--- src/verilog/urbd_defines.vh ---
// constants shared by the serial receiver with break and address detect
`ifndef URBD_DEFINES_VH
`define URBD_DEFINES_VH

// receive buffer shape: 9 data bits plus framing and parity error per entry
`define URBD_FIFO_DEPTH     4
`define URBD_FIFO_AW        2
`define URBD_FIFO_CW        3
`define URBD_FIFO_WIDTH     11
`define URBD_ENTRY_FRAME_ERR 9
`define URBD_ENTRY_PARITY_ERR 10

// oversampling: sixteen sub-ticks per bit, vote on ticks 7, 8 and 9
`define URBD_OVS_LAST       4'hf
`define URBD_SAMPLE_A       4'h7
`define URBD_SAMPLE_B       4'h8
`define URBD_SAMPLE_C       4'h9
`define URBD_BITS_EIGHT     4'h8
`define URBD_BITS_NINE      4'h9

// width and parity select codes
`define URBD_WPS_8N         2'h0
`define URBD_WPS_8E         2'h1
`define URBD_WPS_8O         2'h2
`define URBD_WPS_9N         2'h3

// receive interrupt select codes and fill thresholds
`define URBD_RXSEL_3UP      2'h2
`define URBD_RXSEL_FULL     2'h3
`define URBD_FILL_THREE     3'h3
`define URBD_FILL_FULL      3'h4

`endif

--- src/verilog/urbd_rx_fifo.v ---
// four-entry receive buffer held in flip-flops, with flush
`timescale 1ns/1ps
`include "urbd_defines.vh"

module urbd_rx_fifo (
	input  wire                        clk,
	input  wire                        nrst,
	input  wire                        flush,
	input  wire                        push,
	input  wire [`URBD_FIFO_WIDTH-1:0] push_data,
	input  wire                        pop,
	output wire [`URBD_FIFO_WIDTH-1:0] head_data,
	output wire [`URBD_FIFO_CW-1:0]    count,
	output wire                        full
);

	reg  [`URBD_FIFO_WIDTH-1:0] mem_reg [0:`URBD_FIFO_DEPTH-1];
	reg  [`URBD_FIFO_AW-1:0]    wr_ptr_reg;
	reg  [`URBD_FIFO_AW-1:0]    rd_ptr_reg;
	reg  [`URBD_FIFO_CW-1:0]    count_reg;
	wire                        do_push;
	wire                        do_pop;

	assign full      = (count_reg == `URBD_FILL_FULL);
	assign count     = count_reg;
	assign head_data = mem_reg[rd_ptr_reg];
	// a push into a full buffer or a pop from an empty one is ignored
	assign do_push   = push & ~full & ~flush;
	assign do_pop    = pop & (count_reg != 3'h0) & ~flush;

	// =========================================================
	// storage
	genvar i;
	generate
		for (i = 0; i < `URBD_FIFO_DEPTH; i = i + 1) begin : g_entry
			always @(posedge clk or negedge nrst) begin
				if (!nrst) begin
					mem_reg[i] <= 11'h000;
				end else if (do_push && wr_ptr_reg == i) begin
					mem_reg[i] <= push_data;
				end
			end
		end
	endgenerate

	// =========================================================
	// pointers
	always @(posedge clk or negedge nrst) begin
		if (!nrst) begin
			wr_ptr_reg <= 2'h0;
			rd_ptr_reg <= 2'h0;
			count_reg  <= 3'h0;
		end else if (flush) begin
			wr_ptr_reg <= 2'h0;
			rd_ptr_reg <= 2'h0;
			count_reg  <= 3'h0;
		end else begin
			if (do_push) begin
				wr_ptr_reg <= wr_ptr_reg + 2'h1;
			end
			if (do_pop) begin
				rd_ptr_reg <= rd_ptr_reg + 2'h1;
			end
			if (do_push && !do_pop) begin
				count_reg <= count_reg + 3'h1;
			end else if (do_pop && !do_push) begin
				count_reg <= count_reg - 3'h1;
			end
		end
	end

endmodule // urbd_rx_fifo

--- src/verilog/urbd_receiver.v ---
// serial receiver with break-send override and 9-bit address detect
//
// Overview of operation
// - break bit forces transmit line low
// - break never raises transmit interrupt
// - recovery at 16x, shifter per bit
// - line level by three-sample majority vote
// - after stop bit, word enters buffer
// - buffer four entries of nine bits
// - fifth word sets overrun, held, blocked
// - clearing overrun flushes buffer, resumes
// - low stop bit sets framing error
// - parity error flags head word mismatch
// - error flags stored with each word
// - interrupt select chooses fill condition
// - select may change during reception
// - idle flag while shifter empty and no word held
// - data available while buffer not empty
// - address detect drops ninth-bit-clear words
// - address detect ignored in 8-bit mode
// - transmit line idles high when enabled
`timescale 1ns/1ps
`include "urbd_defines.vh"

module urbd_receiver (
	input  wire        clk,
	input  wire        nrst,
	input  wire        module_enable_bit,
	input  wire [1:0]  width_parity_select,
	input  wire        stop_bits_select,
	input  wire [15:0] baud_divisor_reg,
	input  wire [1:0]  rx_irq_select,
	input  wire        address_detect_enable,
	input  wire        break_send_bit,
	input  wire        tx_shift_busy,
	input  wire        tx_shift_bit,
	input  wire        tx_word_loaded,
	input  wire        serial_rx_line,
	input  wire        rx_read,
	input  wire        overrun_clear,
	input  wire        rx_irq_clear,
	output wire        serial_tx_line,
	output wire        tx_irq_set,
	output wire [8:0]  rx_data_register,
	output wire        framing_error_flag,
	output wire        parity_error_flag,
	output wire        rx_data_available,
	output wire        overrun_flag,
	output wire        receiver_idle_flag,
	output wire        rx_irq_flag
);

	localparam [4:0] ST_IDLE   = 5'h01;
	localparam [4:0] ST_START  = 5'h02;
	localparam [4:0] ST_DATA   = 5'h04;
	localparam [4:0] ST_PARITY = 5'h08;
	localparam [4:0] ST_STOP   = 5'h10;

	reg         tx_line_reg;
	reg         tx_irq_reg;
	reg         rx_meta_reg;
	reg         rx_sync_reg;
	reg  [15:0] div_reg;
	reg  [3:0]  sub_reg;
	reg         samp_a_reg;
	reg         samp_b_reg;
	reg  [4:0]  state_reg;
	reg  [3:0]  bits_reg;
	reg  [8:0]  shift_reg;
	reg         par_acc_reg;
	reg         parity_error_flag_reg;
	reg         framing_error_flag_reg;
	reg         stop2_reg;
	reg         armed_reg;
	reg  [8:0]  word_reg;
	reg         word_framing_error_flag_reg;
	reg         word_parity_error_flag_reg;
	reg         held_reg;
	reg         overrun_reg;
	reg         irq_reg;
	wire        tick;
	wire        vote;
	wire        vote_tick;
	wire        last_tick;
	wire        nine_bit;
	wire        has_parity;
	wire        frame_done;
	wire        drop_word;
	wire        fifo_full;
	wire        push;
	wire        set_overrun;
	wire        flush;
	wire [2:0]  fill;
	wire [2:0]  fill_after;
	reg         irq_cond;
	wire [10:0] head;
	wire [8:0]  rx_word;

	assign nine_bit   = (width_parity_select == `URBD_WPS_9N);
	assign has_parity = (width_parity_select == `URBD_WPS_8E) |
			    (width_parity_select == `URBD_WPS_8O);

	// =========================================================
	// transmit line override
	always @(posedge clk or negedge nrst) begin
		if (!nrst) begin
			tx_line_reg <= 1'b1;
			tx_irq_reg  <= 1'b0;
		end else begin
			if (!module_enable_bit) begin
				tx_line_reg <= 1'b1;
			end else if (break_send_bit) begin
				tx_line_reg <= 1'b0;
			end else if (tx_shift_busy) begin
				tx_line_reg <= tx_shift_bit;
			end else begin
				tx_line_reg <= 1'b1;
			end
			// loads during a break are not reported
			tx_irq_reg <= tx_word_loaded & ~break_send_bit &
				      module_enable_bit;
		end
	end
	assign serial_tx_line = tx_line_reg;
	assign tx_irq_set     = tx_irq_reg;

	// =========================================================
	// input synchroniser and 16x tick
	always @(posedge clk or negedge nrst) begin
		if (!nrst) begin
			rx_meta_reg <= 1'b1;
			rx_sync_reg <= 1'b1;
			div_reg     <= 16'h0000;
		end else begin
			rx_meta_reg <= serial_rx_line;
			rx_sync_reg <= rx_meta_reg;
			if (!module_enable_bit || div_reg == baud_divisor_reg) begin
				div_reg <= 16'h0000;
			end else begin
				div_reg <= div_reg + 16'h0001;
			end
		end
	end
	// one tick per sixteenth of a bit
	assign tick = module_enable_bit & (div_reg == baud_divisor_reg);

	// two of three samples decide the level
	assign vote = (samp_a_reg & samp_b_reg) | (samp_a_reg & rx_sync_reg) |
		      (samp_b_reg & rx_sync_reg);
	assign vote_tick = tick & (sub_reg == `URBD_SAMPLE_C);
	assign last_tick = tick & (sub_reg == `URBD_OVS_LAST);
	assign frame_done = vote_tick & (state_reg == ST_STOP) & ~stop2_reg;

	// =========================================================
	// bit-level receive state machine
	always @(posedge clk or negedge nrst) begin
		if (!nrst) begin
			state_reg   <= ST_IDLE;
			sub_reg     <= 4'h0;
			samp_a_reg  <= 1'b1;
			samp_b_reg  <= 1'b1;
			bits_reg    <= 4'h0;
			shift_reg   <= 9'h000;
			par_acc_reg <= 1'b0;
			parity_error_flag_reg    <= 1'b0;
			framing_error_flag_reg    <= 1'b0;
			stop2_reg   <= 1'b0;
			armed_reg   <= 1'b0;
		end else if (!module_enable_bit) begin
			state_reg <= ST_IDLE;
			sub_reg   <= 4'h0;
			armed_reg <= 1'b0;
		end else if (tick) begin
			sub_reg <= sub_reg + 4'h1;
			if (sub_reg == `URBD_SAMPLE_A) begin
				samp_a_reg <= rx_sync_reg;
			end
			if (sub_reg == `URBD_SAMPLE_B) begin
				samp_b_reg <= rx_sync_reg;
			end
			case (state_reg)
			ST_IDLE: begin
				sub_reg <= 4'h0;
				// after a break, wait for the line to go high first
				if (rx_sync_reg) begin
					armed_reg <= 1'b1;
				end else if (armed_reg && !held_reg) begin
					state_reg   <= ST_START;
					sub_reg     <= 4'h1;
					par_acc_reg <= 1'b0;
					framing_error_flag_reg    <= 1'b0;
					parity_error_flag_reg    <= 1'b0;
					bits_reg    <= 4'h0;
				end
			end
			ST_START: begin
				// a glitch shorter than half a bit is not a start
				if (sub_reg == `URBD_SAMPLE_C && vote) begin
					state_reg <= ST_IDLE;
				end else if (sub_reg == `URBD_OVS_LAST) begin
					state_reg <= ST_DATA;
				end
			end
			ST_DATA: begin
				if (sub_reg == `URBD_SAMPLE_C) begin
					shift_reg   <= {vote, shift_reg[8:1]};
					par_acc_reg <= par_acc_reg ^ vote;
					bits_reg    <= bits_reg + 4'h1;
				end else if (sub_reg == `URBD_OVS_LAST) begin
					if (bits_reg == (nine_bit ? `URBD_BITS_NINE : `URBD_BITS_EIGHT)) begin
						state_reg <= has_parity ? ST_PARITY : ST_STOP;
						stop2_reg <= stop_bits_select;
					end
				end
			end
			ST_PARITY: begin
				if (sub_reg == `URBD_SAMPLE_C) begin
					parity_error_flag_reg <= par_acc_reg ^ vote ^
						    (width_parity_select == `URBD_WPS_8O);
				end else if (sub_reg == `URBD_OVS_LAST) begin
					state_reg <= ST_STOP;
				end
			end
			ST_STOP: begin
				if (sub_reg == `URBD_SAMPLE_C) begin
					framing_error_flag_reg <= framing_error_flag_reg | ~vote;
					if (!stop2_reg) begin
						state_reg <= ST_IDLE;
						armed_reg <= vote;
					end
				end else if (sub_reg == `URBD_OVS_LAST) begin
					stop2_reg <= 1'b0;
				end
			end
			default: begin
				state_reg <= ST_IDLE;
			end
			endcase
		end
	end

	assign rx_word = nine_bit ? shift_reg : {1'b0, shift_reg[8:1]};

	// =========================================================
	// word hand-off, overrun and address filter
	assign drop_word   = nine_bit & address_detect_enable &
			     ~word_reg[8];
	assign push        = held_reg & ~drop_word & ~overrun_reg &
			     ~fifo_full;
	assign set_overrun = held_reg & ~drop_word & ~overrun_reg & fifo_full;
	assign flush       = ~module_enable_bit | (overrun_clear & overrun_reg);

	always @(posedge clk or negedge nrst) begin
		if (!nrst) begin
			word_reg      <= 9'h000;
			word_framing_error_flag_reg <= 1'b0;
			word_parity_error_flag_reg <= 1'b0;
			held_reg      <= 1'b0;
			overrun_reg   <= 1'b0;
		end else if (!module_enable_bit) begin
			held_reg    <= 1'b0;
			overrun_reg <= 1'b0;
		end else begin
			if (frame_done) begin
				word_reg      <= rx_word;
				word_framing_error_flag_reg <= framing_error_flag_reg | ~vote;
				word_parity_error_flag_reg <= parity_error_flag_reg & ~nine_bit;
				held_reg      <= 1'b1;
			end else if (push || (held_reg && drop_word)) begin
				held_reg <= 1'b0;
			end
			// the overrun word stays held until the flag is cleared
			overrun_reg <= set_overrun | (overrun_reg & ~overrun_clear);
		end
	end

	urbd_rx_fifo u_fifo (
		.clk       (clk),
		.nrst      (nrst),
		.flush     (flush),
		.push      (push),
		.push_data ({word_parity_error_flag_reg, word_framing_error_flag_reg, word_reg}),
		.pop       (rx_read),
		.head_data (head),
		.count     (fill),
		.full      (fifo_full)
	);

	// =========================================================
	// receive interrupt flag
	assign fill_after = rx_read & (fill != 3'h0) ? fill : fill + 3'h1;
	always @* begin
		case (rx_irq_select)
		`URBD_RXSEL_3UP:  irq_cond = (fill_after >= `URBD_FILL_THREE);
		`URBD_RXSEL_FULL: irq_cond = (fill_after == `URBD_FILL_FULL);
		default:          irq_cond = 1'b1;
		endcase
	end

	always @(posedge clk or negedge nrst) begin
		if (!nrst) begin
			irq_reg <= 1'b0;
		end else begin
			// a new qualifying transfer beats a clear in the same cycle
			irq_reg <= (push & irq_cond) | (irq_reg & ~rx_irq_clear);
		end
	end

	assign rx_irq_flag        = irq_reg;
	assign rx_data_register   = head[8:0];
	assign framing_error_flag = head[`URBD_ENTRY_FRAME_ERR] & rx_data_available;
	assign parity_error_flag  = head[`URBD_ENTRY_PARITY_ERR] & rx_data_available;
	assign rx_data_available  = (fill != 3'h0);
	assign overrun_flag       = overrun_reg;
	assign receiver_idle_flag = (state_reg == ST_IDLE) & ~held_reg;

endmodule // urbd_receiver

--- config.mk ---
export PLATFORM = sky130hd
export DESIGN_NAME = urbd_receiver
export DESIGN_NICKNAME = d
export VERILOG_FILES = /design/src/verilog/urbd_rx_fifo.v /design/src/verilog/urbd_receiver.v
export VERILOG_INCLUDE_DIRS = /design/src /design/src/verilog
export SDC_FILE = /design/constraint.sdc
export NUM_CORES = 1
export LEC_CHECK = 0
export ABC_AREA = 1
export BUFFER_PORTS_ARGS = -buffer_cell sky130_fd_sc_hd__buf_2
export CAP_MARGIN = 0
export CORE_MARGIN = 2
export CORE_UTILIZATION = 25
export DETAILED_ROUTE_END_ITERATION = 12
export GPL_TIMING_DRIVEN = 0
export PLACE_DENSITY = 0.43
export SLEW_MARGIN = 20
export SYNTH_ARGS = -nofsm -noshare
export SYNTH_HDL_FRONTEND = slang
export SYNTH_HIERARCHICAL = 1
export SYNTH_SLANG_ARGS = --single-unit
--- constraint.sdc ---
create_clock -name clk -period 2 [get_ports clk]
set_input_delay 0.4 -clock clk [delete_from_list [all_inputs] [get_ports clk]]
set_output_delay 0.4 -clock clk [all_outputs]
set_load 0.005 [all_outputs]
==> results of run 1 <==
[report_power, final]
part	switching, uW	total, uW	internal [uW]
clock network	1040	2980	1930
registers	92.8	2490	2400
logic	1020	1780	754
total	2160	7240	5090
[cells by family after synthesis]
kind of cell	after synthesis	share of synthesized area
compound gates	146	0.134
xor+xnor	11	0.0156
fa+ha+maj	14	0.0295
buf+inv	120	0.0880
flops	114	0.462
mux	2	0.00324
simple gates	376	0.267
[cell usage after synthesis (all sizes together) (2+ instances only)]
master / instances
nand3: 27
nor3: 12
or2: 5
ha: 13
a31oi: 3
a21boi: 2
dfrtp: 108
o21ai: 117
o22ai: 11
dfstp: 6
mux2i: 2
a21oi: 10
nand2: 230
nand4: 10
xor2: 10
nor3b: 3
nor2: 84
buf: 17
clkbuf: 6
inv: 97
[final timing paths]
kind	start	to	slack [ps]	depth (start not counted)
min in group asynchronous	nrst	state_reg[3]	450	2
max in group asynchronous	nrst	u_fifo/count[2]	830	3
min	serial_rx_line	rx_meta_reg	70	1
max reg2reg	word_reg[8]	u_fifo/count[2]	-10	16
max	u_fifo/rd_ptr_reg[0]	framing_error_flag	-30	6
min reg2reg	rx_meta_reg	rx_sync_reg	360	0
[cell type report]
type	instances	share of cell area
tap	324	0.0506
multi-input combinational	549	0.381
clock inverter	6	0.0100
timing repair buffer	73	0.0610
sequential	114	0.358
inverter	97	0.0478
buffer	23	0.0308
clock buffer	23	0.0610
[through the flow]
step	setup TNS, ps	utilization	hold slack [ps]
final	-34.8	0.329	74.9
after floorplan	-320	-	104
after CTS	-107	0.321	60.8
after detailed placement	-5940	0.285	317
after global placement	-129900	0.283	347
after global routing	-553	0.329	65.7
[worst reg2reg max path, delay by kind of cell, from the launching register on]
family | cells | cell delay [ps]
AOI/OAI and AO/OA | 1 | 190
adders and majority gates | 1 | 190
buffers and inverters | 6 | 360
DFF | 1 | 380
and+or+nand+nor | 8 | 830
[per-layer routing]
| metal | vias up | wire, um | part of all wire | GRT usage |
|---|---|---|---|---|
| met5 | - | 0 | 0 | 0 |
| met4 | 0 | 236 | 0.014 | 0.0491 |
| met3 | 17 | 554 | 0.033 | 0.0272 |
| met2 | 77 | 7980 | 0.48 | 0.217 |
| met1 | 2454 | 7770 | 0.47 | 0.175 |
| li1 | 2679 | - | - | - |
[repair_timing]
| item | in CTS | in global routing |
|---|---|---|
| hold endpoints to repair | 36 | 0 |
| buffers inserted | 15 | 8 |
| pin swaps | 10 | 15 |
| setup endpoints to repair | 14 | 34 |
| gates resized for setup | 62 | 42 |
| hold buffers | 1 | 0 |
==> impl_metrics.py, run 1 <==
metrics = {
    "run_status": {
        "status": "complete, but fails checks",
        "violations": "setup timing",
    },
    "critical_path": {
        "critPathArrivalTime_ps": 1630,
        "cp_cell_sequence": "inv_4 > buf_8 > nor2_4 > o22ai_4 > a21boi_2 > buf_2",
        "path_max_fanout": 4,
        "critPathMaxStageDelay_ps": 450,
        "cp.buffers_inverters": 3,
        "critical_path_required_ps": 1600,
        "cp-end-kind": "primary output",
        "crit_path_top_delay_cell": "dfrtp_2",
        "cpLargestDelayFamily": "flip-flops",
        "critPathKind": "reg -> out",
        "start_kind": "flip-flop",
    },
    "cts": {
        "cts_tree": "yes",
        "clk-insertion-delay-late_ps": 420,
        "clock-sinks": 114,
        "numCtsBuffers": 17,
        "clk_pin_slew_ps": 60,
        "htree_num_levels": 4,
        "cts.path.max_buffers": 2,
        "root_buffer": "clkbuf_16",
    },
    "layout": {
        "fillers": 2595,
        "layout-area-overhead-vs-synth_pct": 29.4,
        "diodes": 0,
        "nets": 922,
        "drive_above_1_share": 0.270,
        "design_area_um2": 8010,
        "final_common_cell": "nand2_1",
        "largest_register_ff_count": 44,
        "mostFrequentLayoutCells": "nand2_1 (216), dfrtp_1 (102), inv_1 (81)",
        "multi_input_area_um2": 3050,
        "stdcell_count": 1209,
        "register_area_um2": 2870,
    },
    "flow_run": {
        "drv_cap": 0,
    },
    "timing": {
        "min_period_ps": 2030,
        "slew_viol_final": 0,
        "max_freq_ghz": 0.493,
        "worstMarginPinSlew_ps": 451,
        "max_slew_margin": 0.699,
        "setup_ws_ps": -27.3,
        "hold_viol": 0,
        "grt_setup_unrepaired": "yes",
        "finalClockSkew_ps": 11.3,
        "setup_viol": 2,
        "period_share": 1.01,
    },
    "synth": {
        "synth_ff_type": "dfrtp_1",
        "synth_edf_count": 0,
        "ys_ff_latch": 114,
        "yosysSeqAreaShare": 0.462,
        "synthCells": 783,
        "synth_area_leaders": "dfrtp_1 (44%), nand2_1 (13%), inv_1 (5.5%)",
        "synth.distinct_cells": 45,
        "synth_area_um2": 6190,
        "syn_area_per_cell_um2": 7.90,
        "synth_fp_nets": 830,
        "synth_top_area_share": 0.437,
        "yosysTopAreaCell": "dfrtp_1",
        "synthArstFlopShare": 1.00,
        "yosysWarnings": 6,
    },
    "power": {
        "finalPower_uw": 7240,
        "leakage_uw": 0.00380,
        "powerDensity_nw_per_um2": 905,
        "worst_ir_drop_vdd_mv": 0.429,
    },
    "floorplanning": {
        "die-height_um": 161,
        "rows": 57,
        "core_um2": 24300,
        "io_pins": 50,
        "fp.dieW_um": 161,
        "die_area_um2": 26000,
        "start_util": 0.254,
    },
    "place": {
        "dpl.hpwl_um": 11200,
        "pre_cts_slack_ps": -509,
        "place.port_buffers": 48,
        "placed_area_um2": 6930,
        "finalWeightedCongestion": 0.765,
        "place_inst": 1156,
    },
    "drt": {
        "postRouteAntennaNets": 0,
        "vias_per_cell": 4.32,
        "via_count": 5227,
        "drc": 0,
        "drtIter0Drc": 282,
        "drt-pass1-iter-count": 4,
        "totalWireLength_um": 16500,
        "wl_per_cell_um": 13.7,
    },
    "global_routing": {
        "grt_pass1_vias": 5182,
        "track_usage": 0.133,
        "antenna_found_initial": 0,
        "grt_start_max_net_pins": 75,
        "grt_pass1_wl_um": 27200,
        "grt_overflow": 0,
    },
    "hold_path": {
        "hold_class": "in -> reg",
    },
}
Note: power is estimated with default switching activity, not from simulation.
==> run 2, diff against run 1 <==
- PLACE_DENSITY: 0.43 -> unset
- PLACE_DENSITY_LB_ADDON: unset -> 0.08
==> run 2 against run 1 <==
The run still ends with setup timing left. Core utilization barely moved. Cell area barely moved. Global-route usage is 0.39 points higher. Worst setup slack better by 24 ps. Count of clock-buffer cells in the layout fell by 5. Non-clock buffer count increased by 4. Wire length up 2.0%. Critical path type unchanged.
==> impl_metrics.py, run 2 (synthesis results as in run 1) <==
metrics = {
    "global_routing": {
        "antenna_found_initial": 0,
        "grt_overflow": 0,
        "grt_start_max_net_pins": 70,
        "track_usage": 0.137,
        "grt_pass1_vias": 5242,
        "grt_pass1_wl_um": 27900,
    },
    "timing": {
        "hold_viol": 0,
        "finalClockSkew_ps": 18.8,
        "slew_viol_final": 0,
        "setup_viol": 1,
        "grt_setup_unrepaired": "yes",
        "setup_ws_ps": -3.47,
        "max_freq_ghz": 0.499,
        "worstMarginPinSlew_ps": 574,
        "max_slew_margin": 0.617,
        "period_share": 1.00,
        "min_period_ps": 2000,
        "fin_setup_tns_ps": -3.47,
    },
    "floorplanning": {
        "io_pins": 50,
        "core_um2": 24300,
        "fp.dieW_um": 161,
        "die_area_um2": 26000,
        "die-height_um": 161,
        "rows": 57,
        "start_util": 0.254,
    },
    "drt": {
        "drtIter0Drc": 227,
        "drt-pass1-iter-count": 4,
        "drc": 0,
        "wl_per_cell_um": 13.9,
        "vias_per_cell": 4.29,
        "via_count": 5214,
        "postRouteAntennaNets": 0,
        "totalWireLength_um": 16900,
    },
    "critical_path": {
        "cp-end-kind": "primary output",
        "path_max_fanout": 5,
        "critPathArrivalTime_ps": 1600,
        "worstSetupStartpoint": "u_fifo/rd_ptr_reg[0]",
        "r2r_setup_slack_ps": 70,
        "ff2ff_path_depth": 16,
        "critical_path_required_ps": 1600,
        "start_kind": "flip-flop",
        "worstReg2RegStart": "word_reg[8]",
        "critPathKind": "reg -> out",
    },
    "cts": {
        "numCtsBuffers": 17,
        "root_buffer": "clkbuf_16",
        "cts_tree": "yes",
        "clock-sinks": 114,
        "clk_pin_slew_ps": 60,
        "cts.path.max_buffers": 2,
        "clk-insertion-delay-late_ps": 420,
        "htree_num_levels": 4,
    },
    "layout": {
        "largest_register_ff_count": 44,
        "final_common_cell": "nand2_1",
        "nets": 926,
        "diodes": 0,
        "layout-area-overhead-vs-synth_pct": 29.3,
        "stdcell_count": 1216,
        "drive_above_1_share": 0.265,
        "mostFrequentLayoutCells": "nand2_1 (218), dfrtp_1 (104), inv_1 (83)",
    },
    "power": {
        "leakage_uw": 0.00383,
        "worst_ir_drop_vdd_mv": 0.391,
        "powerDensity_nw_per_um2": 920,
    },
    "flow_run": {
        "drv_cap": 0,
    },
    "place": {
        "place_inst": 1156,
        "finalWeightedCongestion": 0.735,
        "pre_cts_slack_ps": -533,
        "place.port_buffers": 48,
        "dpl.hpwl_um": 11600,
    },
    "hold_path": {
        "hold_class": "in -> reg",
        "worstHoldPathCells": 1,
        "hp-start": "serial_rx_line",
    },
    "run_status": {
        "violations": "setup timing",
        "status": "complete, but fails checks",
    },
}
[run 2: cell types whose count changed in the layout (fill, tap and decap cells not counted), sizes merged]
cell	before	now
bufinv	2	3
inv	95	97
clkinvlp	1	3
buf	90	92
clkinv	5	8
clkbuf	28	25
[run 2: critical path, cell delays in order, from the launching register on]
cell and delay (ps):
dfrtp_2 460, inv_4 110, buf_12 120, nor2_2 30
o22ai_2 160, a21boi_2 190, buf_2 120
[run 2: path summary, 6_finish.rpt]
path | end
min in group asynchronous | u_fifo/mem_reg[3]
worst min register to register | rx_sync_reg
worst max register to register | u_fifo/count[2]
max in group asynchronous | samp_b_reg
worst min-delay path | rx_meta_reg
worst max-delay path | framing_error_flag
[run 2: final cells by class]
type | count | area (um2)
clock buffers | 18 | 439
fillers | 2592 | 16300
repair buffers | 77 | 513
multi-input cells | 549 | 2980
well taps | 324 | 405
plain buffers | 23 | 262
inverters | 97 | 374
flip-flops and latches | 114 | 2870
clock inverters | 14 | 164
[run 2: power by group]
part	switching (uW)	internal, uW
Sequential	97.6	2400
Combinational	979	756
Clock	1150	1980
Total	2230	5140
[run 2: routing by layer]
| metal | track usage | routed length [um] |
|---|---|---|
| met5 | 0 | 0 |
| met3 | 0.0313 | 556 |
| met4 | 0.0394 | 208 |
| met1 | 0.177 | 7910 |
| met2 | 0.230 | 8200 |
[run 2: timing repair]
| action | in CTS | in global routing |
|---|---|---|
| pin swaps | 9 | 13 |
| resized for setup | 58 | 35 |
| endpoints found under the setup margin | 14 | 39 |
| hold buffers | 1 | 0 |
| buffers inserted | 20 | 7 |
| hold endpoints to repair | 68 | 0 |
[run 2: stage by stage]
stage	total power (uW)	instance area, um2	hold slack (ps)	utilization
6_report	7360	8000	73.9	0.329
5_1_grt	7790	8000	58.5	0.329
4_1_cts	7360	7840	53.9	0.322
3_5_place_dp	3830	6930	347	0.285
3_3_place_gp	3820	6890	347	0.283
2_1_floorplan	3330	6240	104	-
==> run 3, diff against run 2 <==
- CORE_MARGIN: 2 -> unset
- CORE_UTILIZATION: 25 -> 45
- GPL_ROUTABILITY_DRIVEN: unset -> 0
==> run 3 against run 2 <==
The run still ends with setup timing left. Highest routed layer unchanged. Maximum frequency shrank 1.5%. Global-route usage grew 8.5 points. Largest power group unchanged. Critical endpoint unchanged. Via count grew 1.5%. First-iteration DRC count grew 7.0%. Core utilization grew 26 points. Non-clock buffer count shrank 10. Power shrank 1.9%. Register-to-register slack is essentially flat. Sequential power is essentially flat.
==> impl_metrics.py, run 3 (synthesis results as in run 1) <==
metrics = {
    "timing": {
        "min_period_ps": 2030,
        "period_share": 1.02,
        "hold_viol": 0,
        "hold_slack_ps": 88.0,
        "slew_viol_final": 0,
        "worstMarginPinSlew_ps": 601,
        "max_freq_ghz": 0.491,
        "grt_setup_unrepaired": "yes",
        "setup_viol": 2,
        "setup_ws_ps": -34.7,
        "fin_setup_tns_ps": -37.6,
        "max_slew_margin": 0.599,
        "finalClockSkew_ps": 10.0,
    },
    "drt": {
        "via_count": 5294,
        "totalWireLength_um": 14700,
        "wl_per_cell_um": 13.9,
        "postRouteAntennaNets": 0,
        "vias_per_cell": 5.01,
        "drt-pass1-iter-count": 4,
        "drc": 0,
        "drtIter0Drc": 243,
    },
    "floorplanning": {
        "die_area_um2": 14200,
        "io_pins": 50,
        "core_um2": 13300,
        "start_util": 0.464,
        "die-height_um": 119,
        "rows": 42,
        "fp.dieW_um": 119,
    },
    "place": {
        "dpl.hpwl_um": 10200,
        "place.port_buffers": 48,
        "pre_cts_slack_ps": -522,
    },
    "critical_path": {
        "start_kind": "flip-flop",
        "crit_path_top_delay_cell": "dfrtp_2",
        "r2r-end": "u_fifo/count[2]",
        "cp_cell_sequence": "clkbuf_8 > o21ai_1 > o22ai_2 > a21boi_2 > buf_2",
        "cpLargestDelayFamily": "compound AO/OA/AOI/OAI gates",
        "critical_path_required_ps": 1600,
        "worst-path-stages": 5,
        "critPathMaxStageDelay_ps": 440,
        "cp-end-kind": "primary output",
        "cp.buffers_inverters": 2,
        "path_max_fanout": 10,
        "critPathArrivalTime_ps": 1630,
        "critPathKind": "reg -> out",
        "ff2ff_path_depth": 15,
        "worstReg2RegStart": "u_fifo/count[0]",
        "r2r_setup_slack_ps": 70,
    },
    "global_routing": {
        "grt_pass1_wl_um": 24600,
        "track_usage": 0.222,
        "grt_pass1_vias": 5265,
        "grt_start_max_net_pins": 63,
        "antenna_found_initial": 0,
        "grt_overflow": 0,
    },
    "hold_path": {
        "hold_class": "in -> reg",
        "worstHoldPathCells": 1,
        "hp-start": "serial_rx_line",
        "min_to": "rx_meta_reg",
    },
    "power": {
        "clkPwrFrac": 0.418,
        "pwr-share-seq": 0.345,
        "internal_power_uw": 5110,
        "swShare": 0.292,
        "powerDensity_nw_per_um2": 925,
        "finalPower_uw": 7220,
        "worst_ir_drop_vdd_mv": 0.421,
        "leakage_uw": 0.00379,
        "combPwrFrac": 0.236,
        "p_sw_uw": 2110,
    },
    "cts": {
        "numCtsBuffers": 17,
        "clk_pin_slew_ps": 50,
        "root_buffer": "clkbuf_16",
        "clk-insertion-delay-late_ps": 420,
        "htree_num_levels": 4,
        "cts.path.max_buffers": 2,
        "clock-sinks": 114,
        "cts_tree": "yes",
    },
    "run_status": {
        "violations": "setup timing",
        "status": "complete, but fails checks",
    },
    "layout": {
        "nets": 916,
        "fillers": 1220,
        "final_common_cell": "nand2_1",
        "mostFrequentLayoutCells": "nand2_1 (218), dfrtp_1 (104), inv_1 (82)",
        "drive_above_1_share": 0.258,
        "largest_register_ff_count": 44,
        "layout-area-overhead-vs-synth_pct": 26.1,
        "diodes": 0,
    },
    "flow_run": {
        "drv_cap": 0,
    },
}
## run 3: through the flow
| step | instances | cell area [um2] | util |
|---|---|---|---|
| after floorplan | 783 | 6240 | - |
| after global placement | 1007 | 6700 | 0.502 |
| after detailed placement | 1008 | 6740 | 0.505 |
| after global routing | 1057 | 7800 | 0.585 |
| final | 1057 | 7800 | 0.585 |
| after CTS | 1049 | 7540 | 0.565 |
## run 3: per-layer routing
layer  global-route usage  up-vias  wire (um)
met5                    0        -          0
met4               0.0973        0        204
met3               0.0465       17        434
met2                0.386       96       7480
met1                0.263     2494       6620
li1                     -     2687          -
## run 3: worst max path at each step
stage,startpoint,endpoint
after floorplan,width_parity_select[0],u_fifo/count[2]
after global placement,nrst,sub_reg[1]
after detailed placement,width_parity_select[1],u_fifo/count[2]
after CTS,u_fifo/rd_ptr_reg[0],framing_error_flag
after global routing,word_reg[8],u_fifo/count[2]
final,u_fifo/rd_ptr_reg[0],framing_error_flag
## run 3: power groups by stage
stage / clock (uW) / sequential, uW / combinational, uW
floorplan: 0 / 2500 / 829
global placement: 0 / 2520 / 1200
detailed placement: 0 / 2520 / 1240
CTS: 3070 / 2500 / 1450
global route: 3170 / 2500 / 1900
finish: 3020 / 2490 / 1710
## run 3: timing repair
item / in CTS / in global routing
resized for setup: 45 / 56
gates cloned: 0 / 1
hold buffers: 1 / 0
endpoints found under the setup margin: 14 / 20
pin swaps: 5 / 17
endpoints found under the hold margin: 40 / 0
buffers inserted: 9 / 7
## run 3: final cells by class
type | count | area [um2] | share of cell area
Inverter | 97 | 379 | 0.0486
Tap cell | 176 | 220 | 0.0282
Timing Repair Buffer | 67 | 454 | 0.0582
Clock inverter | 10 | 135 | 0.0173
Clock buffer | 21 | 450 | 0.0577
Multi-Input combinational cell | 549 | 3060 | 0.392
Buffer | 23 | 244 | 0.0313
Sequential cell | 114 | 2870 | 0.367
## run 3: worst register-to-register path: stages, from the launching register on
cell	delay [ps]
dfrtp_2	430
nor2_4	140
nand2_4	80
inv_2	90
nor3_4	60
nand3_4	110
inv_8	40
nand2_8	60
clkinv_4	50
fa_2	340
nand2_1	90
nand3_1	70
nand3b_1	150
nand2_1	60
inv_1	40
nand2_1	50
